File: src/hdl/idxp_pkg.sv
`default_nettype none
package idxp_pkg;
    // Clock and display timing
    localparam int unsigned CLK_HZ = 20_000_000;
    localparam int unsigned READY_HOLD_MS = 2000;
    localparam int unsigned READY_HOLD_CYCLES = CLK_HZ / 1000 * READY_HOLD_MS;
    localparam int unsigned FLICKER_MS = 250;
    localparam int unsigned FLICKER_CYCLES = CLK_HZ / 1000 * FLICKER_MS;
    localparam int unsigned CNT_W = 26;
    ////////////////////////////////////////////////////////////////////////
    // Parameter decoding
    localparam int unsigned CTRL_DIGIT_LSB = 12;
    localparam logic [3:0] INDEXER_DIGIT = 4'h1;
    localparam logic [15:0] STATION_PARAM_MIN = 16'h0002;
    localparam logic [15:0] STATION_PARAM_MAX = 16'h00FF;
    localparam logic [8:0] STATION_COUNT_MIN = 9'h002;
    localparam logic [8:0] STATION_COUNT_MAX = 9'h0FF;
    // Speeds are in units of 0.1 r/min
    localparam logic [19:0] RATED_SPEED_X10 = 20'h0_7530;
    localparam logic [15:0] CMX_THRESHOLD = 16'h07D0;
    localparam logic [19:0] SPEED_LIMIT_LOW_X10 = 20'h0_782F;
    localparam logic [19:0] SPEED_LIMIT_BASE_X10 = 20'h0_7FFF;
    localparam logic [3:0] CMX_SCALE = 4'hA;
    ////////////////////////////////////////////////////////////////////////
    // Codes shown after the alarm prefix
    localparam logic [7:0] CODE_FORCED_STOP = 8'hE6;
    localparam logic [7:0] CODE_ABS_COUNTER = 8'hE3;
    localparam logic [7:0] CODE_NEXT_STATION = 8'h97;
    localparam logic [7:0] CODE_HOME_INCOMPLETE = 8'h90;
    // Character codes: 0x00..0x0F are hex digits, A doubles as prefix
    localparam logic [4:0] CH_A = 5'h0A;
    localparam logic [4:0] CH_B = 5'h10;
    localparam logic [4:0] CH_C = 5'h11;
    localparam logic [4:0] CH_D = 5'h12;
    localparam logic [4:0] CH_EIGHT = 5'h08;
    localparam logic [4:0] CH_BLANK = 5'h13;
    ////////////////////////////////////////////////////////////////////////
    typedef enum logic [1:0] {
        MV_IDLE = 2'b01,
        MV_BUSY = 2'b10
    } idxp_motion_type;
    typedef enum logic [3:0] {
        DS_WAIT = 4'b0001,
        DS_NOT_READY = 4'b0010,
        DS_READY = 4'b0100,
        DS_RUN = 4'b1000
    } idxp_disp_state_type;
    typedef struct packed {
        logic [15:0] speed;
        logic [15:0] acc_ms;
        logic [15:0] dec_ms;
    } idxp_point_type;
    typedef idxp_point_type [7:0] idxp_point_table_type;
    typedef struct packed {
        logic [4:0] ch2;
        logic [4:0] ch1;
        logic [4:0] ch0;
        logic [2:0] dp;
    } idxp_display_type;
    typedef struct packed {
        logic start;
        logic cw;
        logic [7:0] target;
        logic [7:0] distance;
        idxp_point_type profile;
    } idxp_move_type;
    typedef struct packed {
        idxp_motion_type mv;
        idxp_disp_state_type disp;
        logic start_q;
        logic [7:0] target;
        logic [2:0] speed_sel;
        logic [7:0] current;
        logic complete;
        logic home_alarm;
        logic station_warn;
        logic abs_warn;
        logic [CNT_W-1:0] hold_cnt;
        logic [CNT_W-1:0] flick_cnt;
        logic flick;
        idxp_display_type display;
        idxp_move_type move;
    } idxp_state_type;
endpackage : idxp_pkg
`default_nettype wire

File: src/hdl/idxp_display.sv
`default_nettype none
// Three-character status display, decoded from the display state
module idxp_display (
    input wire idxp_pkg::idxp_disp_state_type state,
    input wire logic [7:0] station_no,
    input wire logic test_mode,
    input wire logic [7:0] exec_station,
    input wire logic show_code,
    input wire logic [7:0] code,
    input wire logic cpu_error,
    input wire logic flicker_dp,
    output idxp_pkg::idxp_display_type disp
);
    import idxp_pkg::*;
    function automatic logic [11:0] idxp_bcd(input logic [7:0] v);
        logic [7:0] h;
        logic [7:0] t;
        logic [7:0] o;
        h = v / 8'd100;
        t = (v % 8'd100) / 8'd10;
        o = v % 8'd10;
        return {h[3:0], t[3:0], o[3:0]};
    endfunction : idxp_bcd
    logic [11:0] st_bcd;
    logic [11:0] ex_bcd;
    logic [4:0] hi;
    logic [4:0] lo;
    always_comb begin
        st_bcd = idxp_bcd(station_no);
        ex_bcd = idxp_bcd(exec_station);
        // Test mode replaces the station field with 00
        hi = test_mode ? 5'h00 : {1'b0, st_bcd[7:4]};
        lo = test_mode ? 5'h00 : {1'b0, st_bcd[3:0]};
        disp = '{ch2: CH_BLANK, ch1: CH_BLANK, ch0: CH_BLANK, dp: 3'b000};
        if (cpu_error) begin
            disp = '{ch2: CH_EIGHT, ch1: CH_EIGHT, ch0: CH_EIGHT,
                     dp: 3'b111};
        end else if (show_code) begin
            disp.ch2 = CH_A;
            disp.ch1 = {1'b0, code[7:4]};
            disp.ch0 = {1'b0, code[3:0]};
            disp.dp[1] = flicker_dp;
        end else begin
            case (state)
                DS_WAIT: begin
                    disp.ch2 = CH_B;
                    disp.ch1 = hi;
                    disp.ch0 = lo;
                end
                DS_NOT_READY: begin
                    disp.ch2 = CH_C;
                    disp.ch1 = hi;
                    disp.ch0 = lo;
                end
                DS_READY: begin
                    disp.ch2 = CH_D;
                    disp.ch1 = hi;
                    disp.ch0 = lo;
                end
                DS_RUN: begin
                    disp.ch2 = {1'b0, ex_bcd[11:8]};
                    disp.ch1 = {1'b0, ex_bcd[7:4]};
                    disp.ch0 = {1'b0, ex_bcd[3:0]};
                end
                default: begin
                    disp.ch2 = CH_BLANK;
                end
            endcase
            disp.dp[0] = test_mode && (state != DS_RUN);
        end
    end
endmodule : idxp_display
`default_nettype wire

File: src/hdl/idxp_path.sv
`default_nettype none
// Direction and distance from the current to the selected station
module idxp_path (
    input wire logic [7:0] current,
    input wire logic [7:0] target,
    input wire logic [8:0] count,
    input wire logic shortest,
    input wire logic forward_req,
    input wire logic dir_param,
    output logic cw,
    output logic [7:0] distance
);
    import idxp_pkg::*;
    logic [8:0] fwd;
    logic [8:0] bwd;
    logic forward;
    always_comb begin
        fwd = (target >= current) ? 9'(target - current)
                                  : 9'(count - 9'(current - target));
        bwd = (current >= target) ? 9'(current - target)
                                  : 9'(count - 9'(target - current));
        // Shortest picks the nearer way, ties go forward
        forward = shortest ? (fwd <= bwd) : forward_req;
        // Forward means rising station numbers; the parameter mirrors it
        cw = forward ^ dir_param;
        distance = forward ? fwd[7:0] : bwd[7:0];
    end
endmodule : idxp_path
`default_nettype wire

File: src/hdl/idxp_top.sv
// Function
// - After init with servo on, show ready letter and station for 2 s.
// - While initializing or with servo off, show not-ready letter and station; under alarm the code display wins.
// - Two seconds after ready, show executing station 0 to 254.
// - Alarm or warning shows prefix plus its code, no station.
// - Watchdog error lights every segment of all three digits.
// - Station field 00 means test mode, 01 to 64 the station.
// - Non forced-stop warning with servo on flickers the middle point.
// - Absolute mode speed at or above gear-dependent limit raises counter warning.
// - Up to 255 stations; target taken from eight select bits.
// - Station count comes from the station-count parameter.
// - Two methods: fixed direction, or shortest path chosen automatically.
// - Mode 1 always turns in the fixed direction.
// - Mode 1 speed and ramp times come from the point table.
// - Indexer needs top control digit 1 and mode bits off/on (mode 1) or on/on (shortest).
// - Direction parameter 0 numbers stations clockwise, 1 counter-clockwise.
// - Ramp times are referenced to the 3000 r/min rated speed.
// - Station beyond count minus one raises the next-station warning.
// - Start is ignored while moving; master waits for completion.
// - Start before homing raises home-incomplete alarm, no move.
`default_nettype none
module idxp_top #(
    parameter int unsigned READY_HOLD_COUNT = idxp_pkg::READY_HOLD_CYCLES,
    parameter int unsigned FLICKER_COUNT = idxp_pkg::FLICKER_CYCLES
) (
    input wire logic REF_CLK,
    input wire logic RST_B,
    input wire logic SERVO_ON_REQUEST_BIT,
    input wire logic START_REQUEST_BIT,
    input wire logic OPERATION_MODE_SELECT_ONE,
    input wire logic OPERATION_MODE_SELECT_TWO,
    input wire logic ROTATION_DIRECTION_BIT,
    input wire logic [7:0] NEXT_STATION_SELECT_BITS,
    input wire logic [2:0] SPEED_SELECT_BITS,
    input wire logic [15:0] CONTROL_MODE_PARAMETER,
    input wire logic [15:0] STATION_COUNT_PARAMETER,
    input wire logic STATION_DIRECTION_PARAMETER,
    input wire logic [15:0] GEAR_NUMERATOR_PARAMETER,
    input wire logic ABS_DETECT_ENABLE,
    input wire logic [15:0] MOTOR_SPEED_X10,
    input wire idxp_pkg::idxp_point_table_type POINT_TABLE,
    input wire logic MOTION_DONE,
    input wire logic INIT_DONE,
    input wire logic HOME_DONE,
    input wire logic COMM_ESTABLISHED,
    input wire logic [7:0] STATION_NUMBER,
    input wire logic TEST_MODE,
    input wire logic ALARM_ACTIVE,
    input wire logic [7:0] ALARM_CODE,
    input wire logic WARNING_ACTIVE,
    input wire logic [7:0] WARNING_CODE,
    input wire logic WATCHDOG_ERROR,
    output idxp_pkg::idxp_display_type DISPLAY,
    output idxp_pkg::idxp_move_type MOVE_CMD,
    output logic MOVEMENT_COMPLETE_OUTPUT,
    output logic [7:0] CURRENT_STATION,
    output logic HOME_INCOMPLETE_ALARM,
    output logic NEXT_STATION_WARNING,
    output logic ABS_COUNTER_WARNING
);
    import idxp_pkg::*;

    ////////////////////////////////////////////////////////////////////////
    idxp_state_type st;
    idxp_state_type next_st;
    idxp_display_type disp_out;
    logic start_rise;
    logic servo_ready;
    logic indexer_on;
    logic mode_one;
    logic mode_short;
    logic start_ok;
    logic accept_move;
    logic [8:0] count;
    logic [8:0] limit;
    logic [19:0] speed_limit;
    logic path_cw;
    logic [7:0] path_dist;
    logic show_code;
    logic [7:0] code;
    logic own_warn;
    logic flicker_dp;
    logic [CNT_W-1:0] hold_last;
    logic [CNT_W-1:0] flick_last;

    ////////////////////////////////////////////////////////////////////////
    // Combinational decoding of parameters and requests
    always_comb begin
        hold_last = CNT_W'(READY_HOLD_COUNT - 1);
        flick_last = CNT_W'(FLICKER_COUNT - 1);
        start_rise = START_REQUEST_BIT && !st.start_q;
        servo_ready = INIT_DONE && SERVO_ON_REQUEST_BIT && !ALARM_ACTIVE;
        indexer_on = CONTROL_MODE_PARAMETER[CTRL_DIGIT_LSB +: 4]
                     == INDEXER_DIGIT;
        mode_one = !OPERATION_MODE_SELECT_ONE
                   && OPERATION_MODE_SELECT_TWO;
        mode_short = OPERATION_MODE_SELECT_ONE && OPERATION_MODE_SELECT_TWO;
        // Settings below two still give two stations, above 255 saturate
        if (STATION_COUNT_PARAMETER <= STATION_PARAM_MIN) begin
            count = STATION_COUNT_MIN;
        end else if (STATION_COUNT_PARAMETER >= STATION_PARAM_MAX) begin
            count = STATION_COUNT_MAX;
        end else begin
            count = STATION_COUNT_PARAMETER[8:0];
        end
        limit = count - 9'h001;
        // Above the gear threshold the limit shrinks; below zero it wraps to a large unsigned value
        if (GEAR_NUMERATOR_PARAMETER <= CMX_THRESHOLD) begin
            speed_limit = SPEED_LIMIT_LOW_X10;
        end else begin
            speed_limit = SPEED_LIMIT_BASE_X10
                - 20'(GEAR_NUMERATOR_PARAMETER) * 20'(CMX_SCALE);
        end
        start_ok = start_rise && (st.mv == MV_IDLE) && indexer_on
                   && (mode_one || mode_short) && servo_ready;
        accept_move = start_ok && HOME_DONE
                      && ({1'b0, NEXT_STATION_SELECT_BITS} <= limit);
        own_warn = st.home_alarm || st.abs_warn || st.station_warn;
        show_code = ALARM_ACTIVE || WARNING_ACTIVE || own_warn;
        if (ALARM_ACTIVE) begin
            code = ALARM_CODE;
        end else if (WARNING_ACTIVE) begin
            code = WARNING_CODE;
        end else if (st.home_alarm) begin
            code = CODE_HOME_INCOMPLETE;
        end else if (st.abs_warn) begin
            code = CODE_ABS_COUNTER;
        end else begin
            code = CODE_NEXT_STATION;
        end
        flicker_dp = SERVO_ON_REQUEST_BIT && !ALARM_ACTIVE && show_code
                     && (code != CODE_FORCED_STOP) && st.flick;
    end

    ////////////////////////////////////////////////////////////////////////
    idxp_path u_path (
        .current(st.current),
        .target(NEXT_STATION_SELECT_BITS),
        .count(count),
        .shortest(mode_short),
        .forward_req(ROTATION_DIRECTION_BIT),
        .dir_param(STATION_DIRECTION_PARAMETER),
        .cw(path_cw),
        .distance(path_dist)
    );

    idxp_display u_display (
        .state(st.disp),
        .station_no(STATION_NUMBER),
        .test_mode(TEST_MODE),
        .exec_station(st.current),
        .show_code(show_code),
        .code(code),
        .cpu_error(WATCHDOG_ERROR),
        .flicker_dp(flicker_dp),
        .disp(disp_out)
    );

    ////////////////////////////////////////////////////////////////////////
    // Next state
    always_comb begin
        next_st = st;
        next_st.start_q = START_REQUEST_BIT;
        next_st.move.start = 1'b0;
        next_st.display = disp_out;
        next_st.station_warn = indexer_on
            && ({1'b0, NEXT_STATION_SELECT_BITS} > limit);
        next_st.abs_warn = ABS_DETECT_ENABLE
            && ({4'h0, MOTOR_SPEED_X10} >= speed_limit);
        // Cleared only by homing, which also removes the cause
        if (HOME_DONE) begin
            next_st.home_alarm = 1'b0;
        end
        case (st.mv)
            MV_IDLE: begin
                if (start_ok && !HOME_DONE) begin
                    next_st.home_alarm = 1'b1;
                end else if (accept_move) begin
                    // Selects sampled once here, later changes ignored
                    next_st.target = NEXT_STATION_SELECT_BITS;
                    next_st.speed_sel = SPEED_SELECT_BITS;
                    next_st.move.start = 1'b1;
                    next_st.move.target = NEXT_STATION_SELECT_BITS;
                    next_st.move.cw = path_cw;
                    next_st.move.distance = path_dist;
                    // Ramp times are per 0..rated speed, passed unscaled
                    next_st.move.profile =
                        POINT_TABLE[SPEED_SELECT_BITS];
                    next_st.complete = 1'b0;
                    next_st.mv = MV_BUSY;
                end
            end
            MV_BUSY: begin
                // Start edges here fall through: no branch consumes them
                if (!servo_ready) begin
                    next_st.mv = MV_IDLE;
                end else if (MOTION_DONE) begin
                    next_st.current = st.target;
                    next_st.complete = 1'b1;
                    next_st.mv = MV_IDLE;
                end
            end
            default: begin
                next_st.mv = MV_IDLE;
            end
        endcase
        case (st.disp)
            DS_WAIT: begin
                next_st.disp = DS_NOT_READY;
            end
            DS_NOT_READY: begin
                if (servo_ready) begin
                    next_st.disp = DS_READY;
                    next_st.hold_cnt = '0;
                end
            end
            DS_READY: begin
                if (!servo_ready) begin
                    next_st.disp = DS_NOT_READY;
                end else if (st.hold_cnt >= hold_last) begin
                    next_st.disp = DS_RUN;
                end else begin
                    next_st.hold_cnt = st.hold_cnt + CNT_W'(1);
                end
            end
            DS_RUN: begin
                if (!servo_ready) begin
                    next_st.disp = DS_NOT_READY;
                end
            end
            default: begin
                next_st.disp = DS_WAIT;
            end
        endcase
        if (!COMM_ESTABLISHED) begin
            next_st.disp = DS_WAIT;
        end
        if (st.flick_cnt >= flick_last) begin
            next_st.flick_cnt = '0;
            next_st.flick = !st.flick;
        end else begin
            next_st.flick_cnt = st.flick_cnt + CNT_W'(1);
        end
    end

    ////////////////////////////////////////////////////////////////////////
    always_ff @(posedge REF_CLK) begin
        if (!RST_B) begin
            next_st_reset();
        end else begin
            st <= next_st;
        end
    end

    task automatic next_st_reset();
        st <= '0;
        st.mv <= MV_IDLE;
        st.disp <= DS_WAIT;
        st.complete <= 1'b1;
        st.display <= '{ch2: CH_BLANK, ch1: CH_BLANK, ch0: CH_BLANK,
                        dp: 3'b000};
    endtask : next_st_reset

    assign DISPLAY = st.display;
    assign MOVE_CMD = st.move;
    assign MOVEMENT_COMPLETE_OUTPUT = st.complete;
    assign CURRENT_STATION = st.current;
    assign HOME_INCOMPLETE_ALARM = st.home_alarm;
    assign NEXT_STATION_WARNING = st.station_warn;
    assign ABS_COUNTER_WARNING = st.abs_warn;
endmodule : idxp_top
`default_nettype wire

File: config.mk
export PLATFORM = sky130hd
export DESIGN_NAME = idxp_top
export DESIGN_NICKNAME = d
export VERILOG_FILES = /design/src/hdl/idxp_pkg.sv /design/src/hdl/idxp_display.sv /design/src/hdl/idxp_path.sv /design/src/hdl/idxp_top.sv
export SDC_FILE = /design/constraint.sdc
export NUM_CORES = 1
export LEC_CHECK = 0
export BUFFER_PORTS_ARGS = -buffer_cell sky130_fd_sc_hd__buf_2
export CAP_MARGIN = 40
export CORE_AREA = 2 2 232 234
export DETAILED_ROUTE_END_ITERATION = 7
export DIE_AREA = 0 0 234 236
export PLACE_DENSITY_LB_ADDON = 0.1
export SKIP_LAST_GASP = 1
export SLEW_MARGIN = 40
export SYNTH_ARGS = -nofsm -noshare
export SYNTH_HDL_FRONTEND = slang
export SYNTH_SLANG_ARGS = --single-unit
File: constraint.sdc
create_clock -name REF_CLK -period 12.05 [get_ports REF_CLK]
set_input_delay 0.6025 -clock REF_CLK [delete_from_list [all_inputs] [get_ports REF_CLK]]
set_output_delay 0.6025 -clock REF_CLK [all_outputs]
set_load 0.005 [all_outputs]
# Word level (Yosys, flattened, before mapping)
# Cells that the tools add are included.
word_totals:
  out_inout_bits: 96
  elab_cells: 165
  ff_bits: 156
classes:
  n_addsub: 8
  bitwise: 4
  magnitude_cmp: 12
  n_mux: 46
  div: 7
  reduce_logical: 43
  n_mul: 1
  eq_ne: 19
ops:
  columns: ["cell", "n"]
  rows:
  - ["$bmux W48 S3", 1]
  - ["$mux W26", 3]
  - ["$mux W66", 1]
  - ["$add A26 B1 Y26 const B", 2]
  - ["$pmux W26 S2", 1]
  - ["$mux W48", 1]
  - ["$mux W9", 4]
  - ["$mux W15", 2]
  - ["$ge A26 B23 Y1 const B", 1]
  - ["$ge A26 B26 Y1 const B", 1]
  - ["$mux W4", 6]
  - ["$mux W8", 3]
  - ["$ge A16 B20 Y1", 1]
  - ["$mux W20", 1]
  - ["$pmux W10 S2", 1]
  - ["$pmux W5 S4", 1]
  - ["$sub A15 B20 Y20 const A", 1]
  - ["$logic_and A1 B1 Y1", 19]
  - ["$mul A16 B3 Y19 const B", 1]
  - ["$sub A8 B8 Y9", 2]
  - ["$sub A9 B9 Y9", 2]
  - ["$div A8 B4 Y8 const B", 2]
  - ["$ge A16 B8 Y1 const B", 1]
  - ["$ge A8 B8 Y1", 2]
  - ["37 further kinds", 80]

# Longest topological paths before layout
# Gate-level depths: netlist of the first run.
logic_depth:
  word_depth: 11
  mapped_depth: 27
  ltp_nobuf: 26

# Hierarchy
# A second synthesis of the first run with hierarchy kept.
hier_totals:
  hier_cells: 1777
  hier_area_um2: 15701.3
by_module_without_submodules:
  columns: ["mod", "area_per_inst_um2", "seq_area_each_um2", "instances", "cells_each"]
  rows:
  - ["idxp_top", 11199.5, 3123.0, 1, 1142]
  - ["idxp_display", 2511.2, 0.0, 1, 371]
  - ["idxp_path", 1990.7, 0.0, 1, 264]

# Worst setup path before layout of the first run
# No wires, ideal clock.
synth_path:
  path_type: "input to register"
  from: "input port STATION_COUNT_PARAMETER[5]"
  to: "register st (netlist bit MOVE_CMD[51])"
  slack_ps: 7017
  setup_ps: 134
  cell_stages: 25
  n_path_buf: 1
  arrival_time_ps: 4900
  cell_sequence: "or4_1 > nor3_1 > nand2b_1 > a21oi_1 > ha_1 > inv_1 > fa_1 > a21o_1 > a21o_1 > a21o_1 > a21oi_1 > o21bai_1 > a21oi_1 > xor2_1 > nand2_1 > o21ai_0 > ha_1 > a41oi_1 > nand2_1 > a21oi_1 > a211oi_1 > clkbuf_1 > inv_1 > o21ai_0 > o22ai_1"
synth_between:
  elab_chain_cells: 8
synth_rtl:
  columns: ["element", "line_no", "text"]
  rows:
  - ["start: declaration", "idxp_top.sv:36", "input wire logic [15:0] STATION_COUNT_PARAMETER,"]
  - ["$ge A16 B8 Y1", "idxp_top.sv:101", "end else if (STATION_COUNT_PARAMETER >= STATION_PARAM_MAX) begin"]
  - ["$mux W9", "idxp_top.sv:101", null]
  - ["$mux W9 (*)", "idxp_top.sv:99", "if (STATION_COUNT_PARAMETER <= STATION_PARAM_MIN) begin"]
  - ["$sub A9 B9 Y9, on equally long branches", "idxp_path.sv:19, idxp_path.sv:21", null]
  - ["$mux W9, on equally long branches", "idxp_path.sv:18, idxp_path.sv:20", null]
  - ["$le A9 B9 Y1", "idxp_path.sv:23", "forward = shortest ? (fwd <= bwd) : forward_req;"]
  - ["$mux W1", "idxp_path.sv:23", null]
  - ["$mux W8", "idxp_path.sv:26", "distance = forward ? fwd[7:0] : bwd[7:0];"]
  - ["end signal: assignment", "idxp_top.sv:251", "st <= next_st;"]
  - ["end: declaration", "idxp_top.sv:64", "idxp_state_type st;"]
# Every way passes the cells marked *; elsewhere a longest branch is shown, timed or not.
# A chain may end at the register's enable or synchronous reset.

# Worst setup path in the final report of the first run
layout_path:
  from: "register st (netlist bit CURRENT_STATION[1])"
  to: "register st (netlist bit MOVE_CMD[51])"
layout_between:
  elab_chain_cells: 6
layout_rtl:
  columns: ["element", "line_no"]
  rows:
  - ["$sub A8 B8 Y9, on equally long branches", null]
  - ["$sub A9 B9 Y9, on equally long branches", "idxp_path.sv:19, idxp_path.sv:21"]
  - ["$mux W9, on equally long branches", "idxp_path.sv:18, idxp_path.sv:20"]
  - ["$le A9 B9 Y1", "idxp_path.sv:23"]
  - ["$mux W1", "idxp_path.sv:23"]
  - ["$mux W8 (*)", "idxp_path.sv:26"]
# Marks and branches as above.

==> results of run 1 <==
metrics by stage:
stage          util, %  total power, mW  area, um^2  cells
2_1_floorplan        -           0.8145       14780   1706
3_3_place_gp     33.07            1.002       17550   2801
3_5_place_dp     33.11            1.006       17570   2801
4_1_cts          34.24            1.585       18170   2833
5_1_grt          34.29            1.645       18200   2837
6_report         34.33            1.559       18220   2844
flip-flops by register name, indices dropped and copies added, names as in the netlist:
| register | flops |
|---|---|
| MOVE_CMD | 66 |
| MOVEMENT_COMPLETE_OUTPUT | 1 |
| CURRENT_STATION | 8 |
| NEXT_STATION_WARNING | 1 |
| HOME_INCOMPLETE_ALARM | 1 |
| ABS_COUNTER_WARNING | 1 |
| st | 60 |
| DISPLAY | 16 |
layout by cell type, fill, tap and decap left out, types with 13 or more instances in the layout:
master,Yosys,routed
a31oi_1,13,13
a21oi_1,76,75
and2_1,13,13
clkbuf_16,0,17
nand2_1,94,94
nand3_1,46,46
mux2i_1,75,75
nand4_1,18,18
xor2_1,49,49
inv_1,67,66
and3_1,23,22
o21ai_0,69,69
nand2b_1,20,20
nor3_1,23,21
a211oi_1,59,59
ha_1,105,105
or3_1,15,15
dfxtp_1,154,154
nor2b_1,18,18
o21ai_1,15,15
xnor2_1,46,46
a21o_1,28,28
mux4_2,96,96
nor2_1,203,201
buf_2,7,579
layout make-up:
type                    count  area (um^2)  share of cell area, %
repair buffers            592         3010                  16.53
clock inverters            15        171.4                 0.9410
diodes                     10        25.02                 0.1374
clock buffers              17        425.4                  2.335
multi-input cells        1291        10370                  56.93
flip-flops and latches    154         3083                  16.92
well taps                 696        870.8                  4.781
inverters                  69        259.0                  1.422
layer usage:
| layer | track usage (%) | share of wire, % | vias up |
|---|---|---|---|
| met5 | 0 | 0.18 | - |
| met4 | 7.825 | 2.7 | 20 |
| met3 | 5.476 | 6.0 | 95 |
| met2 | 43.22 | 47 | 551 |
| met1 | 34.93 | 44 | 7252 |
| li1 | - | - | 7043 |
kinds of logic after synthesis:
group,after synthesis,share of synthesized area [%]
xor gates and xnor gates,96,5.744
other,1,0.02539
adders and majority gates,112,9.709
buffers and inverters,261,9.183
DFF,154,20.87
and+or+nand+nor,524,17.15
AOI/OAI and AO/OA,376,16.99
muxes,179,20.33
power groups by stage:
stage / Combinational [mW] / Clock [mW] / Sequential [mW]
after floorplan: 0.287 / 0 / 0.528
after global placement: 0.473 / 0 / 0.529
after detailed placement: 0.476 / 0 / 0.529
after CTS: 0.480 / 0.588 / 0.517
after global routing: 0.524 / 0.603 / 0.518
final: 0.478 / 0.564 / 0.517
final timing paths:
check / from / to / slack [ns] / depth (start not counted)
max reg2reg: CURRENT_STATION[1]$_SDFFE_PN0P_ / MOVE_CMD[51]$_SDFFE_PN0P_ / 6.62 / 25
max: CURRENT_STATION[1]$_SDFFE_PN0P_ / MOVE_CMD[51]$_SDFFE_PN0P_ / 6.62 / 25
min reg2reg: st[85]$_SDFF_PP0_ / st[85]$_SDFF_PP0_ / 0.47 / 1
min: HOME_DONE / HOME_INCOMPLETE_ALARM$_SDFF_PN0_ / 0.30 / 2
critical path, stage by stage (launching register included):
cell,delay [ns]
dfxtp_1,0.69
inv_1,0.33
fa_1,0.50
nand2_1,0.08
nand2_1,0.06
a21oi_1,0.25
o21ai_0,0.13
a21oi_1,0.22
xnor2_1,0.15
inv_1,0.08
ha_1,0.31
a21o_1,0.19
a31oi_1,0.16
xor2_1,0.08
mux2_2,0.28
ha_1,0.30
nand2_1,0.08
nor2_1,0.11
a41oi_1,0.15
nand2_1,0.10
a21oi_1,0.04
a211oi_1,0.23
buf_4,0.22
inv_1,0.12
o21ai_0,0.30
o22ai_1,0.12
==> metrics.md, run 1 <==
| Metric | Value |
|---|---|
| Status | `finished clean` |
| Sequential Power Share | `33.2%` |
| Area contributors post-synth | `dfxtp_1, mux4_2, ha_1, nor2_1, mux2i_1` |
| Post-synth EDFFs | `0` |
| Pre-Repair DR Iteration Count | `5` |
| MaxCap Viol Count | `0` |
| Yosys cell types | `87` |
| Min-delay worst type | `in2reg` |
| Cell Int Power | `1.015 mW` |
| Yosys Warn Count | `0` |
| Final setup vio count | `0` |
| Vias in the first global route | `14.60k` |
| CTS buffer count | `17` |
| Setup crit end kind | `flip-flop` |
| # resized after CTS | `0` |
| Mean routed wirelength per cell | `25.89 um` |
| Pre-CTS WS | `6.326 ns` |
| Net Sw Frac | `34.90%` |
| Hold_ws | `0.3002 ns` |
| Core ar. | `53070 um^2` |
| DP Wirelength | `62200 um` |
| Fraction of layout instances using a drive strength above 1 | `35.17%` |
| Startpoint types | `flip-flop` |
| Vias | `14.96k` |
| RSZ-0062 raised after global routing | `false` |
| Crit path arrival time | `5.77 ns` |
| Worst Path Required | `12.39 ns` |
| Ys async rst share | `0%` |
| First-pass GRT wire length | `103200 um` |
| Overflow after GRT | `0` |
| Fin crit share | `45.10%` |
| Area share of the largest cell type after synthesis | `20.87%` |
| Relative slew slack | `43.71%` |
| Syn avg cell area | `8.672 um^2` |
| Leakage | `8.058 nW` |
| Cell Area, Synth | `14770 um^2` |
| Max rail drop VDD | `0.1243 mV` |
| Initial antenna violation count | `41` |
| Worst slew pin tran | `0.8387 ns` |
| CTS Sinks | `154` |
| WL final | `73630 um` |
| Rows | `85` |
| GPL Wtd Cong | `0.9370` |
| Most numerous cell in the Yosys netlist | `nor2_1` |
| Clock transition at path regs | `0.07 ns` |
| Final Slew Violations | `0` |
| Final Hold Fails | `0` |
| Post-CTS Setup Bufs | `0` |
| Clock power share | `36.2%` |
| Setup CP Type | `reg2reg` |
| Die H | `236 um` |
| Final WS setup | `6.615 ns` |
| H-tree depth | `4` |
| Vias per cell | `5.261` |
| CTS Hold Buffers Added | `0` |
| Final nets | `2735` |
| 1st-iter DRT viols | `1108` |
| Number of fill cells | `5647` |
| Final Critical Period | `5.435 ns` |
| Post-DRT Antenna Nets | `0` |
| # DRC | `0` |
| Psw | `0.5440 mW` |
| Gr usage total | `26.46%` |
| DIE AREA | `55220 um^2` |
| Cell type with the highest aggregate area in the netlist | `dfxtp_1` |
| Root Buffer | `clkbuf_16` |
| Worst-skew pair later-pin latency | `0.49 ns` |
| Sequential area share after synthesis | `20.87%` |
| I/O Buffers | `582` |
| Largest net degree at the start of global routing | `70` |
| Flops & latches, synth | `154` |
| Most frequent cells after synthesis | `nor2_1, dfxtp_1, ha_1` |
| # IOs | `596` |
| Combinational fraction of design power | `30.6%` |
| CTS tree | `yes` |
| Most used DFF post-synth | `dfxtp_1` |
| Setup TNS | `0 ns` |
| Layout Area Growth over Synthesis | `23.34%` |
| PwrDens | `85.57 nW/um^2` |
| Die Width | `234 um` |
| Post-Syn Instances | `1703` |
| Fmax | `184.0 MHz` |
| Clk buf depth | `2` |
| Final Skew | `0.01308 ns` |
| Worst-path fanout max | `12` |
| Starting density of the core | `27.83%` |
No activity file was read; power rests on OpenSTA's default activity.
==> run 2, diff against run 1 <==
--- a/config.mk
+++ b/config.mk
@@ -7,9 +7,9 @@
 export LEC_CHECK = 0
 export BUFFER_PORTS_ARGS = -buffer_cell sky130_fd_sc_hd__buf_2
 export CAP_MARGIN = 40
-export CORE_AREA = 2 2 232 234
+export CORE_AREA = 2 2 230 232
 export DETAILED_ROUTE_END_ITERATION = 7
-export DIE_AREA = 0 0 234 236
+export DIE_AREA = 0 0 232 234
 export PLACE_DENSITY_LB_ADDON = 0.1
 export SKIP_LAST_GASP = 1
 export SLEW_MARGIN = 40
==> constraint.sdc (replaced) <==
create_clock -name REF_CLK -period 4.9 [get_ports REF_CLK]
set_input_delay 0.245 -clock REF_CLK [delete_from_list [all_inputs] [get_ports REF_CLK]]
set_output_delay 0.245 -clock REF_CLK [all_outputs]
set_load 0.005 [all_outputs]
==> metrics.md, run 2 (synthesized netlist as in run 1, its figures left out) <==
| Metric | Value |
|---|---|
| Final Slew Violations | `0 (unchanged)` |
| Top routing layer in use | `met5` |
| GPL Wtd Cong | `0.9037 (-3.6%)` |
| Hold_ws | `0.04647 ns (-0.2538 ns)` |
| Root Buffer | `clkbuf_16` |
| CTS Sinks | `154 (unchanged)` |
| Met1 Routed Length | `28400 um (-12%)` |
| Initial antenna violation count | `53 (+29%)` |
| Startpoint types | `flip-flop` |
| 1st-iter DRT viols | `944 (-15%)` |
| Vias | `15.08k (+0.78%)` |
| CTS buffer count | `17 (unchanged)` |
| MaxCap Viol Count | `0 (unchanged)` |
| Most frequent cells in the layout | `buf_2, nor2_1, dfxtp_1, ha_1, mux4_2` |
| Clk buf depth | `2 (unchanged)` |
| Dpl cells | `2828 (+0.96%)` |
| Crit path arrival time | `5.01 ns (-0.76 ns)` |
| Commonest non-fill, non-tap cell in the layout | `buf_2` |
| Pre-CTS WS | `-0.03798 ns (-6.364 ns)` |
| Largest net degree at the start of global routing | `65 (-7.1%)` |
| Max rail drop VDD | `0.2136 mV (+72%)` |
| Final WS setup | `0.2782 ns (-6.337 ns)` |
| Worst Reg-to-Reg Cells | `26 (+4.0%)` |
| Die H | `234 um (-0.85%)` |
| Rows | `84 (-1.2%)` |
| CTS tree | `yes` |
| Hold Startpoint | `CONTROL_MODE_PARAMETER[14]` |
| Final Skew | `0.01816 ns (+0.005076 ns)` |
| Worst slew pin tran | `0.7947 ns (-0.04404 ns)` |
| Fmax | `216.4 MHz (+18%)` |
| # DRC | `0 (unchanged)` |
| Fin crit share | `94.32% (+49 points)` |
| Critical Path Max Stage Delay | `0.40 ns (-0.29 ns)` |
| Met2 routed WL | `33000 um (-4.7%)` |
| Vias per cell | `5.225 (-0.68%)` |
| Fraction of layout instances using a drive strength above 1 | `36.46% (+1.3 points)` |
| Post-DRT Antenna Nets | `0 (unchanged)` |
| Final nets | `2780 (+1.6%)` |
| Worst-path fanout max | `4 (-8)` |
| Layout Area Growth over Synthesis | `26.36%` |
| Hold path cells | `4 (+2)` |
| Min-delay worst type | `in2reg` |
| PwrDens | `211.6 nW/um^2 (+150%)` |
| Final Hold Fails | `0 (unchanged)` |
| Top delay family on crit path | `compound AO/OA/AOI/OAI gates` |
| Final setup vio count | `0 (unchanged)` |
| Relative slew slack | `47.02% (+3.3 points)` |
| Die Width | `232 um (-0.85%)` |
| Status | `finished clean` |
| # IOs | `596 (unchanged)` |
| Slowest stage cell on the critical path | `fa_1` |
| Core ar. | `52020 um^2 (-2.0%)` |
| H-tree depth | `4 (unchanged)` |
| WL final | `72930 um (-0.96%)` |
| Starting density of the core | `28.39% (+0.56 points)` |
| Critical R2R Launch | `CURRENT_STATION[0]$_SDFFE_PN0P_` |
| Area of the multi-input gates | `10380 um^2 (+0.11%)` |
| Cell repeated most along the worst path | `nand2_1` |
| DP Wirelength | `62100 um (-0.18%)` |
| Buf/Inv on CP | `4 (unchanged)` |
| Mean routed wirelength per cell | `25.27 um (-2.4%)` |
| Terminus of the critical flop-to-flop path | `MOVE_CMD[64]$_SDFFE_PN0P_` |
| Gr usage total | `26.12% (-0.34 points)` |
| Setup crit end kind | `flip-flop` |
| Clock transition at path regs | `0.07 ns (about the same)` |
| Worst-skew pair later-pin latency | `0.49 ns (about the same)` |
| Setup CP Type | `reg2reg` |
| I/O Buffers | `582 (unchanged)` |
| Final Critical Period | `4.622 ns (-0.8129 ns)` |
| Pre-Repair DR Iteration Count | `5 (unchanged)` |
| Overflow after GRT | `0 (unchanged)` |
| Power Total | `3.948 mW (+150%)` |
| Worst Path Required | `5.29 ns (-7.10 ns)` |
| Leakage | `8.315 nW (+3.2%)` |
| Vias in the first global route | `14.59k (-0.068%)` |
| DIE AREA | `54290 um^2 (-1.7%)` |
| Endpoint of the worst hold path | `NEXT_STATION_WARNING$_SDFF_PN0_` |
| Reg area | `3085 um^2 (about the same)` |
| Reg2reg setup slack | `0.28 ns (-6.34 ns)` |
| Max reg flops | `66 (unchanged)` |
| Number of fill cells | `5401 (-4.4%)` |
| Final core occ | `35.87% (+1.5 points)` |
| Cell Count, Final, Fillers Out | `2886 (+1.5%)` |
| WL met3 | `6664 um (+50%)` |
| First-pass GRT wire length | `100100 um (-3.0%)` |
## run 2: cell count changes in the layout (fill, tap and decap cells not counted), sizes merged
| cell | before | now |
|---|---|---|
| buf | 592 | 631 |
| inv | 74 | 77 |
| dlygate4sd3 | 0 | 4 |
| bufinv | 0 | 3 |
| diode | 10 | 15 |
| clkinvlp | 2 | 1 |
| clkbuf | 17 | 19 |
| clkdlybuf4s15 | 0 | 1 |
| clkinv | 8 | 2 |
## run 2: layer usage
metal	global-route usage, %	vias up
met5	0	-
met4	17.57	20
met3	9.132	143
met2	40.30	606
met1	30.58	7176
li1	-	7133
## run 2: area by class of cell
cell class / instances / share of cell area (%)
antenna: 15 / 0.2011
clock buffer: 18 / 2.300
clock inverter: 14 / 1.046
inverter: 69 / 1.395
multi-input combinational: 1291 / 55.64
sequential: 154 / 16.53
tap: 688 / 4.613
timing repair buffer: 637 / 18.28
## run 2: through the flow
stage / TNS, ns / cell area, um^2
detailed placement: -0.1383 / 17860
global placement: 0 / 17840
CTS: 0 / 18520
floorplan: 0 / 14780
finish: 0 / 18660
global route: -0.02103 / 18640
## run 2: how the worst max path moves through the flow
stage	endpoint	slack, ns	from	depth (start not counted)
after floorplan	MOVE_CMD[52]$_SDFFE_PN0P_	0.22	STATION_COUNT_PARAMETER[5]	25
after global routing	MOVE_CMD[64]$_SDFFE_PN0P_	-0.02	CURRENT_STATION[0]$_SDFFE_PN0P_	26
final	MOVE_CMD[64]$_SDFFE_PN0P_	0.28	CURRENT_STATION[0]$_SDFFE_PN0P_	26
after CTS	MOVE_CMD[54]$_SDFFE_PN0P_	0.20	CURRENT_STATION[1]$_SDFFE_PN0P_	21
after global placement	MOVE_CMD[53]$_SDFFE_PN0P_	0.0009	STATION_COUNT_PARAMETER[5]	26
after detailed placement	MOVE_CMD[54]$_SDFFE_PN0P_	-0.04	STATION_COUNT_PARAMETER[5]	25
## run 2: report_power, final
group	internal [mW]	switching [mW]	total, mW
combinational	0.570	0.625	1.20
clock	0.823	0.657	1.48
sequential	1.27	0.00736	1.27
total	2.66	1.29	3.95
## run 2: worst register-to-register path: stages, from the launching register on
cell	delay [ns]
dfxtp_2	0.34
inv_1	0.05
ha_1	0.16
inv_1	0.05
fa_1	0.40
nand2_1	0.08
nand2_1	0.05
a21oi_1	0.19
o21ai_0	0.10
a21oi_1	0.18
xor2_1	0.22
ha_1	0.31
a21o_1	0.19
a31oi_1	0.19
xor2_1	0.09
mux2i_1	0.25
ha_1	0.30
nand2_1	0.09
nor2_1	0.06
a41oi_2	0.23
nand2_1	0.10
a21oi_2	0.14
a211oi_2	0.05
buf_4	0.16
clkdlybuf4s15_2	0.23
xnor2_1	0.13
a211oi_1	0.20
## run 2: repair_timing
item,CTS,global route
hold endpoints to repair,4,0
resized for setup,0,6
buffers inserted,0,3
hold buffers,4,0
endpoints found under the setup margin,0,9
==> run 3, diff against run 2 <==
--- a/config.mk
+++ b/config.mk
@@ -11,6 +11,7 @@
 export DETAILED_ROUTE_END_ITERATION = 7
 export DIE_AREA = 0 0 232 234
 export PLACE_DENSITY_LB_ADDON = 0.1
+export RECOVER_POWER = 25
 export SKIP_LAST_GASP = 1
 export SLEW_MARGIN = 40
 export SYNTH_ARGS = -nofsm -noshare
==> metrics.md, run 3 (synthesized netlist as in run 1, its figures left out) <==
| Metric | Value |
|---|---|
| Worst-path fanout max | `4 (unchanged)` |
| Vias per cell | `5.238 (+0.25%)` |
| Max rail drop VDD | `0.2143 mV (+0.33%)` |
| Final setup vio count | `0 (unchanged)` |
| Final Skew | `0.01911 ns (+0.0009517 ns)` |
| Die Width | `232 um (unchanged)` |
| Hold Startpoint | `NEXT_STATION_SELECT_BITS[0]` |
| Worst setup path end | `MOVE_CMD[64]$_SDFFE_PN0P_` |
| CTS tree | `yes` |
| Fin crit share | `94.47% (+0.14 points)` |
| DIE AREA | `54290 um^2 (unchanged)` |
| Dpl cells | `2828 (unchanged)` |
| Critical Path Max Stage Delay | `0.40 ns (about the same)` |
| Overflow after GRT | `0 (unchanged)` |
| Die H | `234 um (unchanged)` |
| Status | `finished with violations` |
| Final Hold Fails | `0 (unchanged)` |
| Vias in the first global route | `14.59k (unchanged)` |
| Core ar. | `52020 um^2 (unchanged)` |
| Worst slew pin tran | `1.739 ns (+0.9445 ns)` |
| Min-delay worst type | `in2reg` |
| Starting density of the core | `28.39% (unchanged)` |
| Final Slew Violations | `31 (+31)` |
| Setup crit end kind | `flip-flop` |
| H-tree depth | `4 (unchanged)` |
| Worst Reg-to-Reg Cells | `26 (unchanged)` |
| Vias | `15.13k (+0.32%)` |
| Fmax | `216.0 MHz (-0.15%)` |
| Worst Path Required | `5.28 ns (about the same)` |
| Slowest stage cell on the critical path | `fa_1` |
| Post-DRT Antenna Nets | `0 (unchanged)` |
| Crit path arrival time | `5.01 ns (about the same)` |
| Worst-skew pair later-pin latency | `0.49 ns (about the same)` |
| Cell repeated most along the worst path | `nand2_1` |
| GPL Wtd Cong | `0.9037 (unchanged)` |
| Final nets | `2780 (unchanged)` |
| Rows | `84 (unchanged)` |
| Clk buf depth | `2 (unchanged)` |
| 1st-iter DRT viols | `1028 (+8.9%)` |
| Most frequent cells in the layout | `buf_2, nor2_1, dfxtp_1, ha_1, mux4_2` |
| Startpoint types | `flip-flop` |
| WL final | `72930 um (about the same)` |
| Post-DP Area | `17860 um^2 (unchanged)` |
| Gr usage total | `26.12% (unchanged)` |
| Post-route cell area | `18600 um^2 (-0.31%)` |
| Failing checks | `max-capacitance violations, max-slew violations` |
| MaxCap Viol Count | `1 (+1)` |
| Hold_ws | `0.04300 ns (-0.003473 ns)` |
| Leakage | `8.110 nW (-2.5%)` |
| PwrDens | `212.0 nW/um^2 (+0.20%)` |
| Critical R2R Launch | `CURRENT_STATION[0]$_SDFFE_PN0P_` |
| Largest net degree at the start of global routing | `65 (unchanged)` |
| Final Critical Period | `4.629 ns (+0.007087 ns)` |
| Commonest non-fill, non-tap cell in the layout | `buf_2` |
| Power Total | `3.944 mW (-0.11%)` |
| CTS buffer count | `17 (unchanged)` |
| Reg2reg setup slack | `0.27 ns (about the same)` |
| Max reg flops | `66 (unchanged)` |
| Mean routed wirelength per cell | `25.25 um (about the same)` |
| Relative slew slack | `-15.95% (-63 points)` |
| Initial antenna violation count | `53 (unchanged)` |
| CTS Sinks | `154 (unchanged)` |
| Layout Area Growth over Synthesis | `25.97%` |
| # DRC | `0 (unchanged)` |
| Cell Count, Final, Fillers Out | `2888 (+0.069%)` |
| Terminus of the critical flop-to-flop path | `MOVE_CMD[64]$_SDFFE_PN0P_` |
| Root Buffer | `clkbuf_16` |
| # IOs | `596 (unchanged)` |
| Fraction of layout instances using a drive strength above 1 | `34.17% (-2.3 points)` |
| Crit path from | `CURRENT_STATION[0]$_SDFFE_PN0P_` |
| Setup CP Type | `reg2reg` |
| Final core occ | `35.76% (-0.11 points)` |
| First-pass GRT wire length | `100100 um (unchanged)` |
| Number of fill cells | `5418 (+0.31%)` |
| DP Wirelength | `62100 um (unchanged)` |
| Pre-Repair DR Iteration Count | `6 (+1)` |
| Clock transition at path regs | `0.07 ns (about the same)` |
| I/O Buffers | `582 (unchanged)` |
[run 3: per-stage QoR]
stage	TNS, ns	setup WS, ns
after floorplan	0	0.2241
after global placement	0	0.0009015
after detailed placement	-0.1383	-0.03798
after CTS	0	0.2044
after global routing	-0.02908	-0.02699
final	0	0.2711
[run 3: cell type report]
class	count	area [um^2]	share of cell area, %
Timing Repair Buffer	637	3348	18.00
Multi-Input combinational cell	1291	10380	55.81
Clock buffer	18	429.2	2.307
Antenna cell	17	42.54	0.2287
Inverter	69	260.3	1.399
Sequential cell	154	3085	16.58
Clock inverter	14	195.2	1.049
Tap cell	688	860.8	4.627
[run 3: repair_timing]
action                     4_1_cts  5_1_grt
hold endpoints to repair         4        0
hold buffers                     4        0
gates resized for setup          0        6
setup endpoints to repair        0        9
buffers inserted                 0        3
[run 3: critical path, delay by kind of cell, from the launching register on]
kind / cells / cell delay, ns
AO/OA/AOI/OAI: 9 / 1.47
adder cells (fa/ha/maj): 4 / 1.17
buffers and inverters: 4 / 0.48
XOR/XNOR: 3 / 0.44
AND/OR/NAND/NOR: 5 / 0.38
flip-flops: 1 / 0.33
multiplexers: 1 / 0.25
[run 3: how the worst min path moves through the flow]
| stage | to | cells past startpoint |
|---|---|---|
| after detailed placement | HOME_INCOMPLETE_ALARM$_SDFF_PN0_ | 2 |
| after global placement | HOME_INCOMPLETE_ALARM$_SDFF_PN0_ | 2 |
| after global routing | MOVE_CMD[64]$_SDFFE_PN0P_ | 3 |
| after floorplan | HOME_INCOMPLETE_ALARM$_SDFF_PN0_ | 1 |
| after CTS | MOVE_CMD[56]$_SDFFE_PN0P_ | 3 |
| final | MOVE_CMD[56]$_SDFFE_PN0P_ | 3 |
[run 3: routing by layer]
metal  global-route usage [%]  vias up  routed length, um
li1                         -     7147                  -
met2                    40.30      632              32980
met4                    17.57       20               4732
met3                    9.132      146               6688
met5                        0        -                117
met1                    30.58     7181              28410
[run 3: power by group]
group	switching, mW	internal (mW)	leakage [nW]
combinational	0.626	0.569	6.56
sequential	0.00759	1.27	1.25
clock	0.653	0.823	0.305
total	1.29	2.66	8.11
